## src/shared/cbs_pkg.sv

```systemverilog
// constants, register map and field layout of the balancing status block
// Function
// - launch refused and invalid flag set when more than eight cells selected
// - with neighbour setting 0, more than two neighbouring cells is invalid
// - with neighbour setting 1, any two neighbouring cells is invalid
// - invalid flag re-evaluated on every launch write; 1 means invalid
// - thermistor reading above threshold sets overtemp pause flag when checking on
// - switch die heat warning also sets overtemp flag and pauses balancing
// - paused flag is 1 while paused by overtemp or host pause request
// - module active flag set while device-timed module balancing runs
// - cell active flag is 1 while any cell is being balanced
// - cell active flag stays 1 during pause
// - unmasked fault aborts cell balancing, sets abort flag; launch clears it
// - fault abort suppressed while paused, resumes after pause ends
// - module finished flag set on completion, cleared by launch
// - cell finished flag set when all cell balancing done, cleared by launch
// - eight pin level bits, 0 low and 1 high
// - switch diag ready set on finish, cleared by comparison start
// - cell versus aux diag ready set on finish, cleared by comparison start
package cbs_pkg;

	// ************************************************************
	// register map
	// ************************************************************
	localparam int ADDR_W = 12;
	localparam int DATA_W = 8;
	localparam int CELL_N = 16;
	localparam int THERM_N = 8;
	localparam logic [ADDR_W-1:0] BALANCE_CTRL_OFS = 12'h520;
	localparam logic [ADDR_W-1:0] CELL_SEL_LO_OFS = 12'h521;
	localparam logic [ADDR_W-1:0] CELL_SEL_HI_OFS = 12'h522;
	localparam logic [ADDR_W-1:0] DEVICE_SETUP_REG_OFS = 12'h523;
	localparam logic [ADDR_W-1:0] OVERTEMP_CFG_OFS = 12'h524;
	localparam logic [ADDR_W-1:0] MODULE_TIMER_OFS = 12'h525;
	localparam logic [ADDR_W-1:0] DIAG_CTRL_OFS = 12'h526;
	localparam logic [ADDR_W-1:0] DIAG_STATUS_OFS = 12'h527;
	localparam logic [ADDR_W-1:0] IRQ_STATUS_OFS = 12'h528;
	localparam logic [ADDR_W-1:0] IRQ_MASK_OFS = 12'h529;
	localparam logic [ADDR_W-1:0] PIN_LEVEL_STATUS_OFS = 12'h52A;
	localparam logic [ADDR_W-1:0] BALANCING_STATUS_OFS = 12'h52B;

	// ************************************************************
	// field positions
	// ************************************************************
	localparam int CTRL_LAUNCH_BIT = 0;
	localparam int CTRL_PAUSE_BIT = 1;
	localparam int SETUP_FORBID_BIT = 0;
	localparam int OTCFG_ON_BIT = 4;
	localparam int OTCFG_THR_LSB = 0;
	localparam int OTCFG_THR_W = 4;
	localparam int DIAG_START_BIT = 0;
	localparam int DIAG_AUX_BIT = 0;
	localparam int DIAG_SWITCH_BIT = 1;
	// balancing_status layout
	localparam int BS_BAD_SETTING = 7;
	localparam int BS_OVERTEMP = 6;
	localparam int BS_PAUSED = 5;
	localparam int BS_MODULE_ACTIVE = 4;
	localparam int BS_CELL_ACTIVE = 3;
	localparam int BS_FAULT_ABORT = 2;
	localparam int BS_MODULE_DONE = 1;
	localparam int BS_CELL_DONE = 0;
	// interrupt status / mask layout
	localparam int IRQ_REFUSED = 0;
	localparam int IRQ_ABORT = 1;
	localparam int IRQ_CELL_DONE = 2;
	localparam int IRQ_MODULE_DONE = 3;
	localparam int IRQ_OVERTEMP = 4;
	localparam int IRQ_SWITCH_DIAG = 5;
	localparam int IRQ_AUX_DIAG = 6;

	// ************************************************************
	// limits and reset values
	// ************************************************************
	localparam int MAX_SELECTED = 8;
	localparam int MAX_RUN_LOOSE = 2;
	localparam int MAX_RUN_STRICT = 1;
	localparam logic [DATA_W-1:0] REG_RESET = 8'h00;
	localparam logic [CELL_N-1:0] CELL_SEL_RESET = 16'h0000;
	localparam logic [3:0] THR_RESET = 4'hF;

endpackage

```

## src/core/cbs_balance_status.sv

```systemverilog
// balancing status, launch validation, pin levels and diag ready flags
//
// Chosen here: the strobed register port.
`timescale 1ns/1ps
module cbs_balance_status
	import cbs_pkg::*;
(
	// clock, reset, enable
	input wire logic i_clk,
	input wire logic i_rst,
	input wire logic i_ce,
	// register port
	input wire logic [ADDR_W-1:0] i_addr,
	input wire logic [DATA_W-1:0] i_wdata,
	input wire logic i_wr,
	input wire logic i_rd,
	output logic [DATA_W-1:0] o_rdata,
	// balancing engine events, same clock
	input wire logic i_cell_done,
	input wire logic i_module_done,
	input wire logic i_fault,
	input wire logic i_heat_warn,
	input wire logic [THERM_N*4-1:0] i_therm_reading,
	// diagnostic engine events, same clock
	input wire logic i_switch_diag_done,
	input wire logic i_aux_diag_done,
	// general-purpose pins, asynchronous
	input wire logic [7:0] i_pin_level,
	// controls to the engines
	output logic o_balance_go,
	output logic o_balance_pause,
	output logic o_balance_abort,
	output logic [CELL_N-1:0] o_cell_select,
	output logic [DATA_W-1:0] o_module_timer,
	output logic o_diag_start,
	// interrupt
	output logic o_irq
);

	// ************************************************************
	// declarations
	// ************************************************************
	logic [CELL_N-1:0] cell_sel_q;
	logic forbid_neighbour_q;
	logic therm_check_on_q;
	logic [OTCFG_THR_W-1:0] therm_thr_q;
	logic [DATA_W-1:0] module_timer_q;
	logic host_pause_q;
	logic bad_setting_q;
	logic overtemp_q;
	logic paused_q;
	logic cell_run_q;
	logic module_run_q;
	logic abort_q;
	logic module_done_q;
	logic cell_done_q;
	logic switch_ready_q;
	logic aux_ready_q;
	logic [DATA_W-1:0] irq_status_q;
	logic [DATA_W-1:0] irq_mask_q;
	logic [7:0] pin_sync;
	logic [7:0] pin_level_q;
	logic bad_now;
	logic wr_ctrl;
	logic launch_wr;
	logic launch_ok;
	logic diag_start_wr;
	logic overtemp_now;
	logic pause_now;
	logic abort_now;
	logic [DATA_W-1:0] irq_events;
	logic [DATA_W-1:0] bal_status;

	// ************************************************************
	// helpers
	// ************************************************************
	// true when any 4-bit thermistor reading exceeds the threshold
	function automatic logic any_above(input logic [THERM_N*4-1:0] rd,
		input logic [OTCFG_THR_W-1:0] thr);
		logic hit;
		hit = 1'b0;
		for (int k = 0; k < THERM_N; k++) begin
			hit = hit | (rd[k*4 +: 4] > thr);
		end
		return hit;
	endfunction

	// a write strobe hitting one register address
	function automatic logic hit_wr(input logic wr, input logic [ADDR_W-1:0] a,
		input logic [ADDR_W-1:0] ofs);
		return wr && (a == ofs);
	endfunction

	// ************************************************************
	// submodules
	// ************************************************************
	// pin levels come from outside the clock domain
	cbs_sync #(
		.WIDTH(8)
	) u_pin_sync (
		.i_clk(i_clk),
		.i_rst(i_rst),
		.i_ce(i_ce),
		.i_async(i_pin_level),
		.o_sync(pin_sync)
	);

	cbs_cfg_check u_cfg_check (
		.i_cells(cell_sel_q),
		.i_forbid_neighbour(forbid_neighbour_q),
		.o_bad(bad_now)
	);

	// ************************************************************
	// command decode
	// ************************************************************
	assign wr_ctrl = hit_wr(i_wr, i_addr, BALANCE_CTRL_OFS);
	assign launch_wr = wr_ctrl && i_wdata[CTRL_LAUNCH_BIT];
	assign launch_ok = launch_wr && !bad_now;
	assign diag_start_wr = hit_wr(i_wr, i_addr, DIAG_CTRL_OFS) && i_wdata[DIAG_START_BIT];

	// overtemp only counts once balancing has been launched and is running
	assign overtemp_now = cell_run_q &&
		((therm_check_on_q && any_above(i_therm_reading, therm_thr_q))
		|| i_heat_warn);
	assign pause_now = cell_run_q && (overtemp_now || host_pause_q);
	// abort is held off while paused and returns when the pause ends
	assign abort_now = cell_run_q && i_fault && !paused_q && !launch_wr;

	// ************************************************************
	// configuration registers
	// ************************************************************
	// software settings that steer validation and the engines
	always_ff @(posedge i_clk) begin
		if (i_rst) begin
			cell_sel_q <= CELL_SEL_RESET;
			forbid_neighbour_q <= 1'b0;
			therm_check_on_q <= 1'b0;
			therm_thr_q <= THR_RESET;
			module_timer_q <= REG_RESET;
			host_pause_q <= 1'b0;
			irq_mask_q <= REG_RESET;
		end else if (i_ce && i_wr) begin
			unique case (i_addr)
				CELL_SEL_LO_OFS: cell_sel_q[7:0] <= i_wdata;
				CELL_SEL_HI_OFS: cell_sel_q[15:8] <= i_wdata;
				DEVICE_SETUP_REG_OFS: forbid_neighbour_q <= i_wdata[SETUP_FORBID_BIT];
				OVERTEMP_CFG_OFS: begin
					therm_check_on_q <= i_wdata[OTCFG_ON_BIT];
					therm_thr_q <= i_wdata[OTCFG_THR_LSB +: OTCFG_THR_W];
				end
				MODULE_TIMER_OFS: module_timer_q <= i_wdata;
				BALANCE_CTRL_OFS: host_pause_q <= i_wdata[CTRL_PAUSE_BIT];
				IRQ_MASK_OFS: irq_mask_q <= i_wdata;
				default: ;
			endcase
		end
	end

	// ************************************************************
	// launch validation
	// ************************************************************
	// rewritten on every launch write, kept otherwise
	always_ff @(posedge i_clk) begin
		if (i_rst) begin
			bad_setting_q <= 1'b0;
		end else if (i_ce && launch_wr) begin
			bad_setting_q <= bad_now;
		end
	end

	// ************************************************************
	// run state
	// ************************************************************
	// cell run stays set through pause; ends on completion, abort or a refused launch write
	always_ff @(posedge i_clk) begin
		if (i_rst) begin
			cell_run_q <= 1'b0;
		end else if (i_ce) begin
			if (launch_ok) begin
				cell_run_q <= 1'b1;
			end else if (launch_wr || abort_now || i_cell_done) begin
				cell_run_q <= 1'b0;
			end
		end
	end

	// module run only when the device times the module
	always_ff @(posedge i_clk) begin
		if (i_rst) begin
			module_run_q <= 1'b0;
		end else if (i_ce) begin
			if (launch_ok) begin
				module_run_q <= (module_timer_q != REG_RESET);
			end else if (launch_wr || i_module_done) begin
				module_run_q <= 1'b0;
			end
		end
	end

	// pause and overtemp follow the live condition so balancing resumes
	always_ff @(posedge i_clk) begin
		if (i_rst) begin
			overtemp_q <= 1'b0;
			paused_q <= 1'b0;
		end else if (i_ce) begin
			overtemp_q <= overtemp_now && !launch_wr;
			paused_q <= pause_now && !launch_wr;
		end
	end

	// ************************************************************
	// sticky completion and abort flags
	// ************************************************************
	// the launch write clears; a done event in the same cycle wins, a fault in that cycle is ignored
	always_ff @(posedge i_clk) begin
		if (i_rst) begin
			abort_q <= 1'b0;
			module_done_q <= 1'b0;
			cell_done_q <= 1'b0;
		end else if (i_ce) begin
			if (abort_now) begin
				abort_q <= 1'b1;
			end else if (launch_wr) begin
				abort_q <= 1'b0;
			end
			if (i_module_done && module_run_q) begin
				module_done_q <= 1'b1;
			end else if (launch_wr) begin
				module_done_q <= 1'b0;
			end
			if (i_cell_done && cell_run_q) begin
				cell_done_q <= 1'b1;
			end else if (launch_wr) begin
				cell_done_q <= 1'b0;
			end
		end
	end

	// ************************************************************
	// diagnostic ready flags
	// ************************************************************
	// finish wins over a start command in the same cycle
	always_ff @(posedge i_clk) begin
		if (i_rst) begin
			switch_ready_q <= 1'b0;
			aux_ready_q <= 1'b0;
		end else if (i_ce) begin
			if (i_switch_diag_done) begin
				switch_ready_q <= 1'b1;
			end else if (diag_start_wr) begin
				switch_ready_q <= 1'b0;
			end
			if (i_aux_diag_done) begin
				aux_ready_q <= 1'b1;
			end else if (diag_start_wr) begin
				aux_ready_q <= 1'b0;
			end
		end
	end

	// ************************************************************
	// pin levels
	// ************************************************************
	// one bit per pin, already two flops away from the pad
	always_ff @(posedge i_clk) begin
		if (i_rst) begin
			pin_level_q <= REG_RESET;
		end else if (i_ce) begin
			pin_level_q <= pin_sync;
		end
	end

	// ************************************************************
	// interrupts
	// ************************************************************
	always_comb begin
		irq_events = '0;
		irq_events[IRQ_REFUSED] = launch_wr && bad_now;
		irq_events[IRQ_ABORT] = abort_now;
		irq_events[IRQ_CELL_DONE] = i_cell_done && cell_run_q;
		irq_events[IRQ_MODULE_DONE] = i_module_done && module_run_q;
		irq_events[IRQ_OVERTEMP] = overtemp_now && !overtemp_q;
		irq_events[IRQ_SWITCH_DIAG] = i_switch_diag_done;
		irq_events[IRQ_AUX_DIAG] = i_aux_diag_done;
	end

	// write one to clear; a new event in the same cycle stays set
	always_ff @(posedge i_clk) begin
		if (i_rst) begin
			irq_status_q <= REG_RESET;
			o_irq <= 1'b0;
		end else if (i_ce) begin
			if (hit_wr(i_wr, i_addr, IRQ_STATUS_OFS)) begin
				irq_status_q <= (irq_status_q & ~i_wdata) | irq_events;
			end else begin
				irq_status_q <= irq_status_q | irq_events;
			end
			o_irq <= |(irq_status_q & irq_mask_q);
		end
	end

	// ************************************************************
	// engine controls
	// ************************************************************
	// go, abort and start are one-cycle pulses from flops
	always_ff @(posedge i_clk) begin
		if (i_rst) begin
			o_balance_go <= 1'b0;
			o_balance_pause <= 1'b0;
			o_balance_abort <= 1'b0;
			o_diag_start <= 1'b0;
			o_cell_select <= CELL_SEL_RESET;
			o_module_timer <= REG_RESET;
		end else if (i_ce) begin
			o_balance_go <= launch_ok;
			o_balance_pause <= pause_now && !launch_wr;
			o_balance_abort <= abort_now;
			o_diag_start <= diag_start_wr;
			o_cell_select <= cell_sel_q;
			o_module_timer <= module_timer_q;
		end
	end

	// ************************************************************
	// read port
	// ************************************************************
	always_comb begin
		bal_status = '0;
		bal_status[BS_BAD_SETTING] = bad_setting_q;
		bal_status[BS_OVERTEMP] = overtemp_q;
		bal_status[BS_PAUSED] = paused_q;
		bal_status[BS_MODULE_ACTIVE] = module_run_q;
		bal_status[BS_CELL_ACTIVE] = cell_run_q;
		bal_status[BS_FAULT_ABORT] = abort_q;
		bal_status[BS_MODULE_DONE] = module_done_q;
		bal_status[BS_CELL_DONE] = cell_done_q;
	end

	// data stand one cycle after the strobe only; reads change no state
	always_ff @(posedge i_clk) begin
		if (i_rst) begin
			o_rdata <= REG_RESET;
		end else if (i_ce) begin
			o_rdata <= REG_RESET;
			if (i_rd) begin
				unique case (i_addr)
					BALANCE_CTRL_OFS: o_rdata <= {6'h00, host_pause_q, 1'b0};
					CELL_SEL_LO_OFS: o_rdata <= cell_sel_q[7:0];
					CELL_SEL_HI_OFS: o_rdata <= cell_sel_q[15:8];
					DEVICE_SETUP_REG_OFS: o_rdata <= {7'h00, forbid_neighbour_q};
					OVERTEMP_CFG_OFS: o_rdata <= {3'h0, therm_check_on_q, therm_thr_q};
					MODULE_TIMER_OFS: o_rdata <= module_timer_q;
					DIAG_STATUS_OFS: o_rdata <= {6'h00, switch_ready_q, aux_ready_q};
					IRQ_STATUS_OFS: o_rdata <= irq_status_q;
					IRQ_MASK_OFS: o_rdata <= irq_mask_q;
					PIN_LEVEL_STATUS_OFS: o_rdata <= pin_level_q;
					BALANCING_STATUS_OFS: o_rdata <= bal_status;
					default: o_rdata <= REG_RESET;
				endcase
			end
		end
	end

endmodule

```

## src/core/cbs_sync.sv

```systemverilog
// two-flop synchroniser for asynchronous pin levels
`timescale 1ns/1ps
module cbs_sync #(
	parameter int WIDTH = 8
) (
	// clock, reset, enable
	input wire logic i_clk,
	input wire logic i_rst,
	input wire logic i_ce,
	// levels
	input wire logic [WIDTH-1:0] i_async,
	output logic [WIDTH-1:0] o_sync
);
	logic [WIDTH-1:0] meta_q;

	// first stage is read only by the second stage
	always_ff @(posedge i_clk) begin
		if (i_rst) begin
			meta_q <= '0;
			o_sync <= '0;
		end else if (i_ce) begin
			meta_q <= i_async;
			o_sync <= meta_q;
		end
	end
endmodule

```

## src/core/cbs_cfg_check.sv

```systemverilog
// combinational check of the cell selection against balancing limits
`timescale 1ns/1ps
module cbs_cfg_check
	import cbs_pkg::*;
(
	// selection and setting
	input wire logic [CELL_N-1:0] i_cells,
	input wire logic i_forbid_neighbour,
	// verdict
	output logic o_bad
);
	logic [4:0] count;
	logic [4:0] run;
	logic [4:0] max_run;

	// count selected cells and the longest run of neighbours
	always_comb begin
		count = '0;
		run = '0;
		max_run = '0;
		for (int i = 0; i < CELL_N; i++) begin
			count = count + 5'(i_cells[i]);
			run = i_cells[i] ? run + 5'h01 : 5'h00;
			if (run > max_run) begin
				max_run = run;
			end
		end
		o_bad = (count > 5'(MAX_SELECTED));
		if (i_forbid_neighbour) begin
			o_bad = o_bad | (max_run > 5'(MAX_RUN_STRICT));
		end else begin
			o_bad = o_bad | (max_run > 5'(MAX_RUN_LOOSE));
		end
	end
endmodule

```

## config.mk

```make
export PLATFORM = sky130hd
export DESIGN_NAME = cbs_balance_status
export DESIGN_NICKNAME = d
export VERILOG_FILES = /design/src/shared/cbs_pkg.sv /design/src/core/cbs_balance_status.sv /design/src/core/cbs_sync.sv /design/src/core/cbs_cfg_check.sv
export SDC_FILE = /design/constraint.sdc
export NUM_CORES = 1
export LEC_CHECK = 0
export BUFFER_PORTS_ARGS = -buffer_cell sky130_fd_sc_hd__clkbuf_2
export CAP_MARGIN = 20
export CORE_UTILIZATION = 50
export CTS_BUF_LIST = sky130_fd_sc_hd__clkbuf_2 sky130_fd_sc_hd__clkbuf_4 sky130_fd_sc_hd__clkbuf_8
export CTS_CLUSTER_DIAMETER = 30
export DETAILED_ROUTE_END_ITERATION = 7
export PLACE_DENSITY = 0.79
export SYNTH_ARGS = -nofsm -noshare
export SYNTH_HDL_FRONTEND = slang
export SYNTH_SLANG_ARGS = --single-unit
```

## constraint.sdc

```tcl
create_clock -name i_clk -period 35.8 [get_ports i_clk]
set_input_delay 0 -clock i_clk [delete_from_list [all_inputs] [get_ports i_clk]]
set_output_delay 0 -clock i_clk [all_outputs]
set_load 0.01 [all_outputs]
```

==> results.sh <==
export IMPL_cp_data_required_time_ns=36.13
export IMPL_reg2reg_to="cell_run_q"
export IMPL_via_per_inst=6.03
export IMPL_crit_top_cell="ha_1"
export IMPL_start_util=0.519
export IMPL_holdBufCountCts=32
export IMPL_worstPathMaxFanout=12
export IMPL_layout_drive_gt1_share=0.146
export IMPL_slowest_delay_ns=0.98
export IMPL_core_mm2=0.0183
export IMPL_worstPathArrival_ns=23.25
export IMPL_ant_nets=0
export IMPL_startpoint_type="flip-flop"
export IMPL_finalCriticalPeriod_ns=22.92
export IMPL_syn_area_mm2=0.00948
export IMPL_rows=49
export IMPL_first_iter_violations=806
export IMPL_firstDrtPassIters=6
export IMPL_clk_latency_ns=0.45
export IMPL_synth_edf_count=0
export IMPL_dieArea_mm2=0.0195
export IMPL_rr_startpoint="cell_sel_q[0]"
export IMPL_overflow=0
export IMPL_die_y_um=140
export IMPL_maxSlewViolCount=0
export IMPL_netlist_cell_type_count=93
export IMPL_portBuffers=107
export IMPL_cap_violations=0
export IMPL_yosys_area_top_type="dfxtp_1"
export IMPL_finalHoldViolCount=0
export IMPL_dp_hpwl_mm=20.1
export IMPL_finalCritPeriodShare=0.640
export IMPL_setup_tns_ns=0
export IMPL_design_area_mm2=0.0110
export IMPL_regToRegSetupSlack_ns=12.88
export IMPL_max_freq_ghz=0.0436
export IMPL_fillers=1651
export IMPL_irDropWorstVdd_mv=0.0595
export IMPL_synth_top_area_frac=0.247
export IMPL_grt_pass1_vias=8706
export IMPL_wl_per_cell_um=17.3
export IMPL_grt_setup_unrepaired="no"
export IMPL_ys_top_cells_by_area="dfxtp_1 25%, ha_1 13%, mux2i_1 9.8%"
export IMPL_track_usage=0.273
export IMPL_antenna_found_initial=1
export IMPL_clk_path_buf_depth=2
export IMPL_clk_pin_slew_ns=0.07
export IMPL_cts_max_level=4
export IMPL_skew_ns=0.0135
export IMPL_hold_end="therm_thr_q[0]"
export IMPL_power_density_mw_per_mm2=52.4
export IMPL_worstMarginPinSlew_ns=1.13
export IMPL_min_delay_start="i_wdata[0]"
export IMPL_endpoint_kind="flip-flop"
export IMPL_worst_slack_ns=12.88
export IMPL_cpMaxStageDelayCell="a2111oi_0"
export IMPL_die_w_um=140
export IMPL_numCtsBuffers=17
export IMPL_root_buffer="clkbuf_8"
export IMPL_placed_area_mm2=0.0102
export IMPL_synth_warnings=0
export IMPL_grt_pass1_wl_mm=43.0
export IMPL_async_flop_share=0
export IMPL_drcViolationCount=0
export IMPL_synth_seq_area_share=0.247
export IMPL_status="complete, no violations"
export IMPL_setup_viol=0
export IMPL_maxSlewHeadroom=0.228
export IMPL_critPathKind="flip-flop to flip-flop"
export IMPL_fin_nets=1485
export IMPL_gp_congestion=0.965
export IMPL_synth_ff_type="dfxtp_1"
export IMPL_syn_avg_cell_area_um2=8.11
export IMPL_grt_max_degree=78
export IMPL_cts_setup_buffers=0
export IMPL_cts_resized=0
export IMPL_multi_input_area_mm2=0.00678
export IMPL_r2r_cells=99
export IMPL_clock_sinks=117
export IMPL_routed_wl_mm=26.7
export IMPL_seq_area_mm2=0.00234
export IMPL_cts_tree="built"
export IMPL_hp_class="input port to flip-flop"
export IMPL_pin_count=108
export IMPL_ys_ff_latch=117
export IMPL_syn_instance_count=1169
export IMPL_p_leak_nw=4.80
export IMPL_via_count=9323
export IMPL_hold_depth=2
export IMPL_areaGrowthSynthToFinish_pct=16.1
export IMPL_post_place_ws_ns=13.56
layout by cell type, fill, tap and decap left out, types with 8 or more instances in the layout:
master         count
a31oi_1            9
nor3_1            21
fa_1              10
dlygate4sd3_1     32
mux2i_1           93
conb_1            20
nand3_1           35
inv_1             58
o21a_1            13
ha_1             101
nor2b_1           32
and2_1            11
clkbuf_2         105
nand2_1           88
mux2_2             8
and3_1             9
a21o_1            14
a22oi_1           19
nor4_1            12
nand2b_1          24
a21oi_1           69
clkbuf_8          17
a211oi_1          11
nor2_1           167
dfxtp_1          117
a41oi_1            9
o21ai_0           33
o22ai_1            8
critical path: cells and delay by family, from the launching register on:
family	cells	cell delay (ns)
AOI/OAI and AO/OA	44	11.62
and+or+nand+nor	29	4.50
adders and majority gates	14	4.10
muxes	5	1.40
buffers and inverters	7	0.72
DFF	1	0.43
synthesized netlist by cell type, types with 7 or more instances:
master	count
and2_1	11
inv_1	58
a31oi_1	9
ha_1	101
a211o_1	7
o21ai_0	33
fa_1	10
nand2b_1	24
clkbuf_1	34
nor2b_1	32
nor3_1	21
a211oi_1	11
nor2_1	167
dfxtp_1	117
nor4_1	14
nand2_1	88
mux2i_1	93
mux2_2	8
a41oi_1	9
o21a_1	13
a21o_1	14
a21oi_1	69
a222oi_1	7
a22oi_1	19
nand3_1	35
o31a_1	7
and3_1	9
o22ai_1	8
o211ai_1	7
how the worst max path moves through the flow:
stage	slack (ns)	start	cells past startpoint	to
CTS	13.48	cell_sel_q[0]	98	cell_run_q
floorplan	16.83	cell_sel_q[0]	101	bad_setting_q
global placement	14.37	cell_sel_q[0]	99	bad_setting_q
detailed placement	13.56	cell_sel_q[0]	99	bad_setting_q
global route	11.30	cell_sel_q[0]	99	cell_run_q
finish	12.88	cell_sel_q[0]	99	cell_run_q
area by class of cell:
class	count	share of cell area
clock buffer	17	0.0213
tap	229	0.0260
clock inverter	15	0.0199
antenna	1	0.000227
timing repair buffer	144	0.0817
inverter	63	0.0215
multi-input combinational	960	0.617
sequential	117	0.213
cell families after synthesis:
logic type,after synthesis,share of synthesized area
adders and majority gates,111,0.154
buffers and inverters,110,0.0457
DFF,117,0.247
muxes,103,0.111
xor gates and xnor gates,4,0.00370
other,2,0.000792
AOI/OAI and AO/OA,278,0.210
and+or+nand+nor,444,0.227
per-layer routing:
metal,vias up,track usage,wire length [µm]
li1,4512,-,-
met2,342,0.475,12900
met1,4399,0.341,11500
met5,-,0,0
met4,0,0.109,787
met3,70,0.0327,1490
registers in the layout, indices dropped and copies added (netlist names), 4 cells and up:
| register | count |
|---|---|
| cell_sel_q | 16 |
| o_cell_select | 16 |
| irq_mask_q | 8 |
| irq_status_q | 8 |
| module_timer_q | 8 |
| o_module_timer | 8 |
| o_rdata | 8 |
| pin_level_q | 8 |
| u_pin_sync.meta_q | 8 |
| u_pin_sync.o_sync | 8 |
| therm_thr_q | 4 |
through the flow:
step,utilization,power (W),hold slack [ns],instances
after CTS,0.602,0.000573,0.00413,1544
after global placement,0.559,0.000427,0.234,1480
after global routing,0.602,0.000615,0.0258,1545
final,0.602,0.000577,0.0244,1546
after detailed placement,0.559,0.000433,0.245,1480
after floorplan,-,0.000374,0.0879,1187
where the power goes:
part / leakage [nW] / internal (W) / switching (W)
sequential: 0.946 / 0.000131 / 0.000000893
clock: 0.228 / 0.0000777 / 0.0000597
combinational: 3.62 / 0.000129 / 0.000178
total: 4.80 / 0.000338 / 0.000239
No activity file was read; power rests on OpenSTA's default activity.
